File: config.mk
export PLATFORM = sky130hd
export DESIGN_NAME = sacpc_core
export DESIGN_NICKNAME = d
export VERILOG_FILES = /design/src/inc/sacpc_pkg.sv /design/src/hw/sacpc_core.sv /design/src/hw/sacpc_sync.sv
export SDC_FILE = /design/constraint.sdc
export NUM_CORES = 1
export LEC_CHECK = 0
export ABC_CLOCK_PERIOD_IN_PS = 2700
export BUFFER_PORTS_ARGS = -buffer_cell sky130_fd_sc_hd__clkbuf_2
export CAP_MARGIN = 20
export CORE_MARGIN = 5
export CORE_UTILIZATION = 55
export CTS_BUF_LIST = sky130_fd_sc_hd__clkbuf_4
export DETAILED_ROUTE_END_ITERATION = 10
export GPL_TIMING_DRIVEN = 0
export PLACE_DENSITY = 0.76
export SKIP_LAST_GASP = 1
export SLEW_MARGIN = 20
export SYNTH_ARGS = -nofsm -noshare
export SYNTH_HDL_FRONTEND = slang
export SYNTH_SLANG_ARGS = --single-unit
File: constraint.sdc
create_clock -name clk_sys_in -period 2.7 [get_ports clk_sys_in]
set_input_delay 0.135 -clock clk_sys_in [delete_from_list [all_inputs] [get_ports clk_sys_in]]
set_output_delay 0.135 -clock clk_sys_in [all_outputs]
set_load 0.005 [all_outputs]
File: src/inc/sacpc_pkg.sv
/*
  Constants for the serial converter conversion and power control block.
  Assumes a 100 MHz system clock that samples the serial clock and strobe.
*/
package sacpc_pkg;
  // ********************************************************
  // Timing and widths
  // ********************************************************
  localparam int SACPC_CLK_PERIOD_NS   = 10;
  localparam int SACPC_RES_BITS_WIDE   = 14;
  localparam int SACPC_RES_BITS_NARROW = 12;
  localparam int SACPC_LSB_DIV_WIDE    = 16384;
  localparam int SACPC_LSB_DIV_NARROW  = 4096;
  localparam int SACPC_BUSY_EDGES      = 16;
  localparam int SACPC_FIRST_BIT_EDGE  = 3;
  localparam int SACPC_NAP_STROBES     = 2;
  localparam int SACPC_SLEEP_STROBES   = 4;
  localparam int SACPC_SYNC_STAGES     = 3;
  localparam logic [4:0] SACPC_CNT_RESET = 5'h00;

  // ********************************************************
  // Power states
  // ********************************************************
  typedef enum logic [1:0] {
    SACPC_PWR_ACTIVE,
    SACPC_PWR_NAP,
    SACPC_PWR_SLEEP
  } sacpc_pwr_type;
endpackage
File: src/hw/sacpc_core.sv
/*
  Digital control of a sampling converter with a three-wire serial port:
  conversion start, result shift-out on SDO, nap and sleep power-down.
  Assumes the host drives the strobe and SCK; both are sampled by clk_sys_in.
*/
`timescale 1ns/1ps
module sacpc_core
  import sacpc_pkg::*;
#(
  parameter int RES_BITS = SACPC_RES_BITS_WIDE
) (
  // Clock and reset
  input  wire logic                clk_sys_in,
  input  wire logic                rst_in,
  // Serial link pins
  input  wire logic                sck_in,
  input  wire logic                conversion_start_strobe_in,
  output logic                     sdo_out,
  output logic                     sdo_oe_out,
  // Converter core
  input  wire logic [RES_BITS-1:0] sample_code_in,
  output logic                     sample_hold_out,
  output logic                     reference_on_out,
  output logic                     bias_on_out,
  output logic [1:0]               power_state_out
);
  // ********************************************************
  // Parameter check
  // ********************************************************
  // Refuse widths the 16-rise frame cannot carry and strobe counts the run counter cannot hold
  if (RES_BITS != SACPC_RES_BITS_WIDE &&
      RES_BITS != SACPC_RES_BITS_NARROW) begin : gen_bad_width
    $error("RES_BITS must be 12 or 14");
  end
  if (SACPC_FIRST_BIT_EDGE + RES_BITS - 1 >
      SACPC_BUSY_EDGES) begin : gen_bad_frame
    $error("result does not fit in the busy window");
  end
  if (SACPC_SLEEP_STROBES <= SACPC_NAP_STROBES ||
      SACPC_SLEEP_STROBES > 7) begin : gen_bad_strobes
    $error("strobe counts do not fit the run counter");
  end

  // One code step is the full span over this many codes
  localparam int LSB_DIV = (RES_BITS == SACPC_RES_BITS_WIDE) ?
                           SACPC_LSB_DIV_WIDE : SACPC_LSB_DIV_NARROW;
  localparam logic [4:0] BUSY_EDGES = 5'(SACPC_BUSY_EDGES);
  localparam logic [4:0] FIRST_EDGE = 5'(SACPC_FIRST_BIT_EDGE);
  localparam logic [4:0] LAST_EDGE  = 5'(SACPC_FIRST_BIT_EDGE + RES_BITS - 1);
  localparam logic [2:0] NAP_CNT    = 3'(SACPC_NAP_STROBES);
  localparam logic [2:0] SLEEP_CNT  = 3'(SACPC_SLEEP_STROBES);

  // ********************************************************
  // Pin synchronisers
  // ********************************************************
  logic sck_level;
  logic sck_rise;
  logic strobe_level;
  logic strobe_rise;

  sacpc_sync u_sck_sync (
    .clk_sys_in (clk_sys_in),
    .rst_in     (rst_in),
    .async_in   (sck_in),
    .level_out  (sck_level),
    .rise_out   (sck_rise)
  );

  sacpc_sync u_strobe_sync (
    .clk_sys_in (clk_sys_in),
    .rst_in     (rst_in),
    .async_in   (conversion_start_strobe_in),
    .level_out  (strobe_level),
    .rise_out   (strobe_rise)
  );

  // ********************************************************
  // Conversion frame decode
  // ********************************************************
  logic [4:0] edge_next;
  logic       bit_window;
  logic       frame_done;
  logic [2:0] run_next;
  logic       run_sleep;
  logic       run_nap;

  // SCK rise count as it stands after this rise
  assign edge_next  = state_q.edges + 5'h01;
  // Result bits go out on rises FIRST_EDGE through LAST_EDGE
  assign bit_window = (edge_next >= FIRST_EDGE) &&
                      (edge_next <= LAST_EDGE);
  assign frame_done = (edge_next == BUSY_EDGES);
  // Run counter saturates so a long run stays in sleep
  assign run_next   = (state_q.strobes == SLEEP_CNT) ?
                      state_q.strobes : state_q.strobes + 3'h1;
  assign run_sleep  = (run_next >= SLEEP_CNT);
  assign run_nap    = (run_next >= NAP_CNT);

  // ********************************************************
  // State
  // ********************************************************
  typedef struct packed {
    sacpc_pwr_type       pwr;
    logic                busy;
    logic [4:0]          edges;
    logic [2:0]          strobes;
    logic [RES_BITS-1:0] shreg;
    logic                sdo;
    logic                sdo_oe;
    logic                hold;
    logic                ref_on;
    logic                bias_on;
    logic [1:0]          pwr_out;
  } sacpc_core_type;

  sacpc_core_type state_q;
  sacpc_core_type state_d;

  // ********************************************************
  // Next state
  // ********************************************************
  always_comb begin
    state_d = state_q;
    // Power switch outputs follow the power state one clock later
    state_d.ref_on  = (state_q.pwr != SACPC_PWR_SLEEP);
    state_d.bias_on = (state_q.pwr == SACPC_PWR_ACTIVE);
    state_d.pwr_out = state_q.pwr;
    if (sck_rise) begin
      // Any SCK rise wakes and clears the strobe run
      state_d.strobes = 3'h0;
      state_d.pwr     = SACPC_PWR_ACTIVE;
      if (state_q.busy) begin
        state_d.edges = edge_next;
        if (bit_window) begin
          state_d.sdo    = state_q.shreg[RES_BITS-1];
          state_d.shreg  = {state_q.shreg[RES_BITS-2:0], 1'b0};
          state_d.sdo_oe = 1'b1;
        end else begin
          state_d.sdo    = 1'b0;
          state_d.sdo_oe = 1'b0;
        end
        if (frame_done) begin
          // Tracking resumes; strobes are honoured again
          state_d.busy = 1'b0;
          state_d.hold = 1'b0;
        end
      end else begin
        // First rise after the frame releases the last bit
        state_d.sdo    = 1'b0;
        state_d.sdo_oe = 1'b0;
      end
    end else if (strobe_rise) begin
      state_d.strobes = run_next;
      if (run_sleep) begin
        state_d.pwr = SACPC_PWR_SLEEP;
      end else if (run_nap) begin
        state_d.pwr = SACPC_PWR_NAP;
      end
      if (!state_q.busy) begin
        // Start: hold sample, load natural binary code
        state_d.busy  = 1'b1;
        state_d.edges = SACPC_CNT_RESET;
        state_d.hold  = 1'b1;
        state_d.shreg = sample_code_in;
      end
    end
  end

  // ********************************************************
  // Register update
  // ********************************************************
  always_ff @(posedge clk_sys_in) begin
    if (rst_in) begin
      state_q.pwr     <= SACPC_PWR_ACTIVE;
      state_q.busy    <= 1'b0;
      state_q.edges   <= SACPC_CNT_RESET;
      state_q.strobes <= 3'h0;
      state_q.shreg   <= '0;
      state_q.sdo     <= 1'b0;
      state_q.sdo_oe  <= 1'b0;
      state_q.hold    <= 1'b0;
      state_q.ref_on  <= 1'b1;
      state_q.bias_on <= 1'b1;
      state_q.pwr_out <= 2'h0;
    end else begin
      state_q <= state_d;
    end
  end

  // ********************************************************
  // Outputs
  // ********************************************************
  // All outputs come straight from state flops
  assign sdo_out          = state_q.sdo;
  assign sdo_oe_out       = state_q.sdo_oe;
  assign sample_hold_out  = state_q.hold;
  assign reference_on_out = state_q.ref_on;
  assign bias_on_out      = state_q.bias_on;
  assign power_state_out  = state_q.pwr_out;

  // Pin levels and the code step are not needed by this logic
  logic unused_levels;
  assign unused_levels = sck_level ^ strobe_level ^ (LSB_DIV == 0);
endmodule // sacpc_core

File: src/hw/sacpc_sync.sv
/*
  Three-stage synchroniser with edge report on agreement of stages two and
  three. Assumes the input is asynchronous to clk_sys_in.
*/
`timescale 1ns/1ps
module sacpc_sync (
  // Clock and reset
  input  wire logic clk_sys_in,
  input  wire logic rst_in,
  // Asynchronous input
  input  wire logic async_in,
  // Synchronised outputs
  output logic      level_out,
  output logic      rise_out
);
  typedef struct packed {
    logic [2:0] stages;
    logic       level;
    logic       rise;
  } sacpc_sync_type;

  sacpc_sync_type state_q;
  sacpc_sync_type state_d;

  always_comb begin
    state_d        = state_q;
    state_d.stages = {state_q.stages[1:0], async_in};
    state_d.rise   = 1'b0;
    if (state_q.stages[2] == state_q.stages[1] &&
        state_q.stages[2] != state_q.level) begin
      state_d.level = state_q.stages[2];
      state_d.rise  = state_q.stages[2];
    end
  end

  always_ff @(posedge clk_sys_in) begin
    if (rst_in) begin
      state_q <= '0;
    end else begin
      state_q <= state_d;
    end
  end

  assign level_out = state_q.level;
  assign rise_out  = state_q.rise;
endmodule // sacpc_sync

* After elaboration in Yosys (flattened, before gate mapping)
Index checks and enable logic that the tools add are counted.
Storage, ports and cells: logic and storage cells 67, bits of input ports 18, register bits after elaboration 42, output and inout port bits 7
Operators by class: multiplexer cells 18, $lt $le $gt $ge 4, reduce and logical (&&, ||, !) cells 13, bitwise logic cells 2, $add $sub $neg 2, equal/unequal tests 11
Operators with widths (number):
- two-way mux 23 bit | 2
- two-way mux 14 bit | 3
- two-way mux 2 bit | 4
- != test 2 bit (second input constant) | 4
- AND reduction 4 bit | 2
- two-way mux 1 bit | 6
- two-way mux 6 bit | 1
- OR reduction 2 bit | 3
- adder 5 x 1 -> 5 bit (second input constant) | 1
- equality test 5 bit (second input constant) | 1
- >= comparator 5 x 2 -> 1 bit (second input constant) | 1
- less-or-equal comparator 5 bit (second input constant) | 1
- two-way mux 5 bit | 1
- nonzero test 2 bit | 2
- adder 3 x 1 -> 3 bit (second input constant) | 1
- equality test 3 bit (second input constant) | 1
- >= comparator 3 x 2 -> 1 bit (second input constant) | 1
- >= comparator 3 bit (second input constant) | 1
- logical AND 1 bit | 3
- two-way mux 3 bit | 1
- AND reduction 3 bit | 1
- equality test 1 bit | 2
- logical NOT 2 bit | 1
- != test 1 bit | 2
- other kinds (3) | 4

* Longest topological paths before layout
depth in word-level cells 6, gate-level depth with buffers 8, depth with buffers taken out 6

* By module
A second synthesis with hierarchy kept.
Second synthesis, totals: cells, all modules 228, area total of the unflattened synthesis 2014.4 µm²
Modules (own cells, without submodules):
- sacpc_core | seq. area each 640.6 µm², times used 1, cells an instance 204, area each 1714.1 µm²
- sacpc_sync | seq. area each 100.1 µm², times used 2, cells an instance 12, area each 150.1 µm²

* Least setup slack after synthesis
OpenSTA, ideal clock, no wires.
kind register to register, start register state_q[25] (netlist name), end register state_q[10] (netlist name), stages on the path, launching flop included 9, path slack 744 ps, path buffers 2, required time 2631 ps, setup time 69 ps, arrival time 1887 ps, clock period less this slack 1956 ps, cells stage by stage dfxtp_1 ha_1 buf_2 nand3_1 xnor2_1 nor4b_4 buf_6 or4_1 o21ai_1
On the way: word-level cells in the longest chain between the ends 5, elaborated cells on any way between the ends 6, those cells by class 1 x add/sub; 2 x order compare; 1 x eq/ne; 2 x reduce/logical
Ends and longest elaborated chain:
- from (decl) | RTL line sacpc_core.sv:116 | sacpc_core_type state_q;
- from (signal assigned) | RTL line sacpc_core.sv:186 | state_q <= state_d;
- adder 5 x 1 -> 5 bit * | RTL line sacpc_core.sv:88 | assign edge_next = state_q.edges + 5'h01;
- >= comparator 5 x 2 -> 1 bit or less-or-equal comparator 5 bit (tied branches) | RTL line sacpc_core.sv:90, sacpc_core.sv:91
- logical AND 1 bit * | RTL line sacpc_core.sv:90 | assign bit_window = (edge_next >= FIRST_EDGE) &&
- != test 2 bit (no source line) *
- AND reduction 4 bit (no source line) *
Mark *: on every way between the ends. The rest lies on a longest branch, timed or not. A chain may end at the register's enable or synchronous reset.

* Worst setup path in the final report
start register state_q[25] (netlist name), end register state_q[9] (netlist name)
The elaborated chain is that of the path after synthesis.

==> impl_metrics.prom <==
# TYPE chip_impl_metric gauge
chip_impl_info{name="status",value="completed"} 1
chip_impl_info{name="final_common_cell",value="sky130_fd_sc_hd__dfxtp_1"} 1
chip_impl_metric{name="grtUsageTotal",unit="%"} 17.5
chip_impl_metric{name="least_margin_pin_slew",unit="ps"} 530
chip_impl_metric{name="power.combinational.fraction",unit="%"} 4.4
chip_impl_info{name="commonest_cells_after_routing_fill_and_taps_aside",value="sky130_fd_sc_hd__dfxtp_1 (42), sky130_fd_sc_hd__clkbuf_2 (25), sky130_fd_sc_hd__nand2b_1 (17)"} 1
chip_impl_metric{name="final_setup_violation_count",unit=""} 0
chip_impl_metric{name="floorplan.die_area",unit="um^2"} 4820
chip_impl_metric{name="drt.antenna.violating_nets",unit=""} 0
chip_impl_info{name="worstSetupStartpointType",value="flip-flop"} 1
chip_impl_metric{name="gp_congestion",unit=""} 0.810
chip_impl_metric{name="clkLatencyLatePin",unit="ps"} 350
chip_impl_metric{name="timing.max_cap.violations",unit=""} 0
chip_impl_metric{name="initial_core_util",unit="%"} 57.3
chip_impl_metric{name="io_buffers",unit=""} 24
chip_impl_metric{name="vias_in_the_first_global_route",unit=""} 1544
chip_impl_metric{name="maxSlewViolCount",unit=""} 0
chip_impl_metric{name="share_of_the_yosys_chip_area_belonging_to_registers",unit="%"} 43.3
chip_impl_metric{name="net_switching_component_of_the_power",unit="mW"} 0.229
chip_impl_metric{name="hold_viol",unit=""} 0
chip_impl_metric{name="global_route.overflow_total",unit=""} 0
chip_impl_metric{name="detailroute.via_count",unit=""} 1627
chip_impl_metric{name="number_of_gates_given_a_new_drive_strength_after_cts",unit=""} 0
chip_impl_metric{name="cp_data_arrival_time",unit="ps"} 2550
chip_impl_metric{name="synth_fp_nets",unit=""} 236
chip_impl_metric{name="die_width",unit="um"} 69.4
chip_impl_metric{name="cts_hold_repair.buffers",unit=""} 2
chip_impl_metric{name="vias_per_cell",unit=""} 5.55
chip_impl_metric{name="final_worst_path_period_share",unit="%"} 85.5
chip_impl_metric{name="drive_gt1_share",unit="%"} 18.6
chip_impl_metric{name="cellInternalPower",unit="mW"} 0.853
chip_impl_metric{name="multi_input_area",unit="um^2"} 967
chip_impl_metric{name="final_core_utilization",unit="%"} 65.6
chip_impl_metric{name="std_cell_rows",unit=""} 21
chip_impl_metric{name="setup-tns-final",unit="ps"} 0
chip_impl_metric{name="num-fill-cells",unit=""} 293
chip_impl_info{name="endpoint_kind",value="flip-flop"} 1
chip_impl_info{name="timing.hold.worst.start",value="sample_code_in[0]"} 1
chip_impl_metric{name="insertedDiodeCount",unit=""} 0
chip_impl_metric{name="drc",unit=""} 0
chip_impl_metric{name="wire_per_inst",unit="um"} 14.0
chip_impl_metric{name="core",unit="um^2"} 3390
chip_impl_metric{name="synth_edf_count",unit=""} 0
chip_impl_metric{name="peak_vdd_ir",unit="V"} 0.000398
chip_impl_metric{name="cts.reportedPaths.clkPinSlew",unit="ps"} 120
chip_impl_info{name="r2r-start",value="state_q[25]"} 1
chip_impl_metric{name="power_frac_clock",unit="%"} 37.6
chip_impl_info{name="clk_root_buffer_cell",value="sky130_fd_sc_hd__clkbuf_4"} 1
chip_impl_metric{name="grt_antenna_before_repair",unit=""} 0
chip_impl_metric{name="syn-cell-area",unit="um^2"} 1940
chip_impl_metric{name="synth-warning-count",unit=""} 0
chip_impl_metric{name="dp_cells",unit=""} 283
chip_impl_metric{name="area_delta_synth_final",unit="%"} 14.4
chip_impl_metric{name="final_area",unit="um^2"} 2220
chip_impl_metric{name="die-height",unit="um"} 69.4
chip_impl_metric{name="grt_pass1_wl",unit="mm"} 6.97
chip_impl_metric{name="final_non_filler_cells",unit=""} 293
chip_impl_metric{name="cp.required",unit="ps"} 2940
chip_impl_metric{name="clock_tree.buffer_depth",unit=""} 2
chip_impl_metric{name="timing.critical_path.slowest_cell_delay",unit="ps"} 490
chip_impl_metric{name="dp_hpwl",unit="mm"} 2.84
chip_impl_metric{name="drt-total-wl",unit="mm"} 4.10
chip_impl_info{name="critPathLaunch",value="state_q[25]"} 1
chip_impl_metric{name="static-leakage-power",unit="nW"} 0.845
chip_impl_metric{name="nNetsFinal",unit=""} 269
chip_impl_info{name="tritoncts",value="built"} 1
chip_impl_metric{name="worst-path-max-fanout",unit=""} 10
chip_impl_metric{name="htree_levels",unit=""} 2
chip_impl_info{name="worstSetupPathType",value="flip-flop to flip-flop"} 1
chip_impl_metric{name="fin_skew",unit="ps"} 7.52
chip_impl_info{name="synth-main-ff-cell",value="sky130_fd_sc_hd__dfxtp_1"} 1
chip_impl_metric{name="netlist-cell-type-count",unit=""} 45
chip_impl_metric{name="num_ports",unit=""} 25
chip_impl_metric{name="drtIter0Drc",unit=""} 220
chip_impl_metric{name="final-seq-area",unit="um^2"} 841
chip_impl_metric{name="p_seq_share",unit="%"} 57.9
chip_impl_metric{name="async_reset_ff_share",unit="%"} 0
chip_impl_info{name="slowest_stage",value="sky130_fd_sc_hd__dfxtp_1"} 1
chip_impl_metric{name="postCtsSetupRepairBufs",unit=""} 0
chip_impl_metric{name="drt_pre_antenna_iters",unit=""} 4
chip_impl_metric{name="switching_power_share_of_the_total",unit="%"} 21.2
chip_impl_metric{name="largest_net_degree_at_the_start_of_global_routing",unit=""} 14
chip_impl_info{name="min_path_type",value="input pin to flip-flop"} 1
chip_impl_metric{name="max_clock_freq",unit="MHz"} 433
chip_impl_info{name="critical_path_cell_by_cell",value="ha_1 -> buf_2 -> nand3_1 -> xnor2_1 -> nor4b_4 -> nor2_1 -> clkbuf_2 -> o21ai_1"} 1
chip_impl_metric{name="max_slew_margin",unit="%"} 64.7
chip_impl_metric{name="min_period",unit="ps"} 2310
chip_impl_metric{name="post_synth_inst_count",unit=""} 213
chip_impl_metric{name="syn_area_per_cell",unit="um^2"} 9.12
chip_impl_metric{name="cellPowerDensity",unit="nW/um^2"} 487
chip_impl_metric{name="flip_flop_and_latch_count_after_synthesis",unit=""} 42
chip_impl_metric{name="cts_sinks",unit=""} 42
chip_impl_metric{name="placed_cell_area",unit="um^2"} 2120
chip_impl_metric{name="cts_buffers",unit=""} 5
chip_impl_info{name="rsz0062_at_grt",value="no"} 1
==> worst max-delay path, delay by kind of cell (launching register included) <==
family,cells,cell delay [ps]
and+or+nand+nor,3,550
buffers and inverters,2,500
DFF,1,490
xor gates and xnor gates,1,360
adders and majority gates,1,190
AOI/OAI and AO/OA,1,110
==> path summary, 6_finish.rpt <==
check | slack [ps] | to | cells past startpoint
min | 40 | state_q[7] | 3
max | 390 | state_q[9] | 8
max reg2reg | 390 | state_q[9] | 8
min reg2reg | 450 | u_sck_sync.state_d[4] | 1
==> Yosys cell counts, drive strengths merged, types with 2 or more instances <==
master	n	share of area, %
or4	12	4.6
nor4b	2	2.0
nor4	3	0.97
and3b	2	0.90
o211a	2	1.0
nand2	8	1.5
nor2b	8	2.6
nand4	2	0.64
a21oi	14	3.6
xnor2	3	1.4
inv	7	1.4
buf	10	3.7
ha	5	3.2
nand2b	17	5.5
nand3b	2	0.77
dfxtp	42	43
a2bb2oi	2	0.90
nor2	11	2.3
a2111oi	2	0.90
nor3	4	1.0
clkbuf	9	1.8
and3	2	0.64
nand3	2	0.52
mux2i	2	1.0
a22oi	13	5.0
o21ai	15	3.9
==> layout make-up <==
cell class	instances	area share, %
plain buffers	19	4.84
clock buffers	6	2.03
clock inverters	2	1.69
inverters	7	1.18
multi-input cells	145	43.5
flip-flops and latches	42	37.8
well taps	46	2.59
repair buffers	26	6.31
==> state kept, by name (all words and copies together), names as in the netlist <==
name / count
power_state_out: 2
u_sck_sync.rise_out: 1
u_strobe_sync.level_out: 1
bias_on_out: 1
state_q: 23
u_sck_sync.level_out: 1
u_sck_sync.state_d: 2
sdo_out: 1
u_strobe_sync.state_q: 1
reference_on_out: 1
state_d: 2
sdo_oe_out: 1
sample_hold_out: 1
u_strobe_sync.rise_out: 1
u_strobe_sync.state_d: 2
u_sck_sync.state_q: 1
==> metal layers <==
layer | part of all wire, % | GRT usage [%]
met1 | 49 | 24.0
met2 | 44 | 26.7
met3 | 5.8 | 4.20
met4 | 1.3 | 6.29
met5 | 0 | 0
==> per-stage QoR <==
step | hold slack (ps) | total power, mW | setup slack (ps)
4_1_cts | 39.8 | 1.09 | 413
2_1_floorplan | 263 | 0.665 | 744
3_3_place_gp | 348 | 0.686 | 473
5_1_grt | 68.1 | 1.12 | 229
6_report | 39.5 | 1.08 | 391
3_5_place_dp | 354 | 0.687 | 438
==> power groups by stage <==
stage	combinational, mW	clock, mW	sequential, mW
after CTS	0.0479	0.414	0.627
final	0.0481	0.407	0.627
after floorplan	0.0247	0	0.641
after detailed placement	0.0455	0	0.641
after global placement	0.0450	0	0.641
after global routing	0.0538	0.438	0.628
==> cell families after synthesis <==
group           count (synthesis)  share of synthesized area (%)
compound gates                 55                           18.4
xor+xnor                        3                           1.35
fa+ha+maj                       5                           3.22
buf+inv                        26                           6.89
flops                          42                           43.3
mux                             2                           1.03
simple gates                   80                           25.8
(Power assumes the default switching activity.)
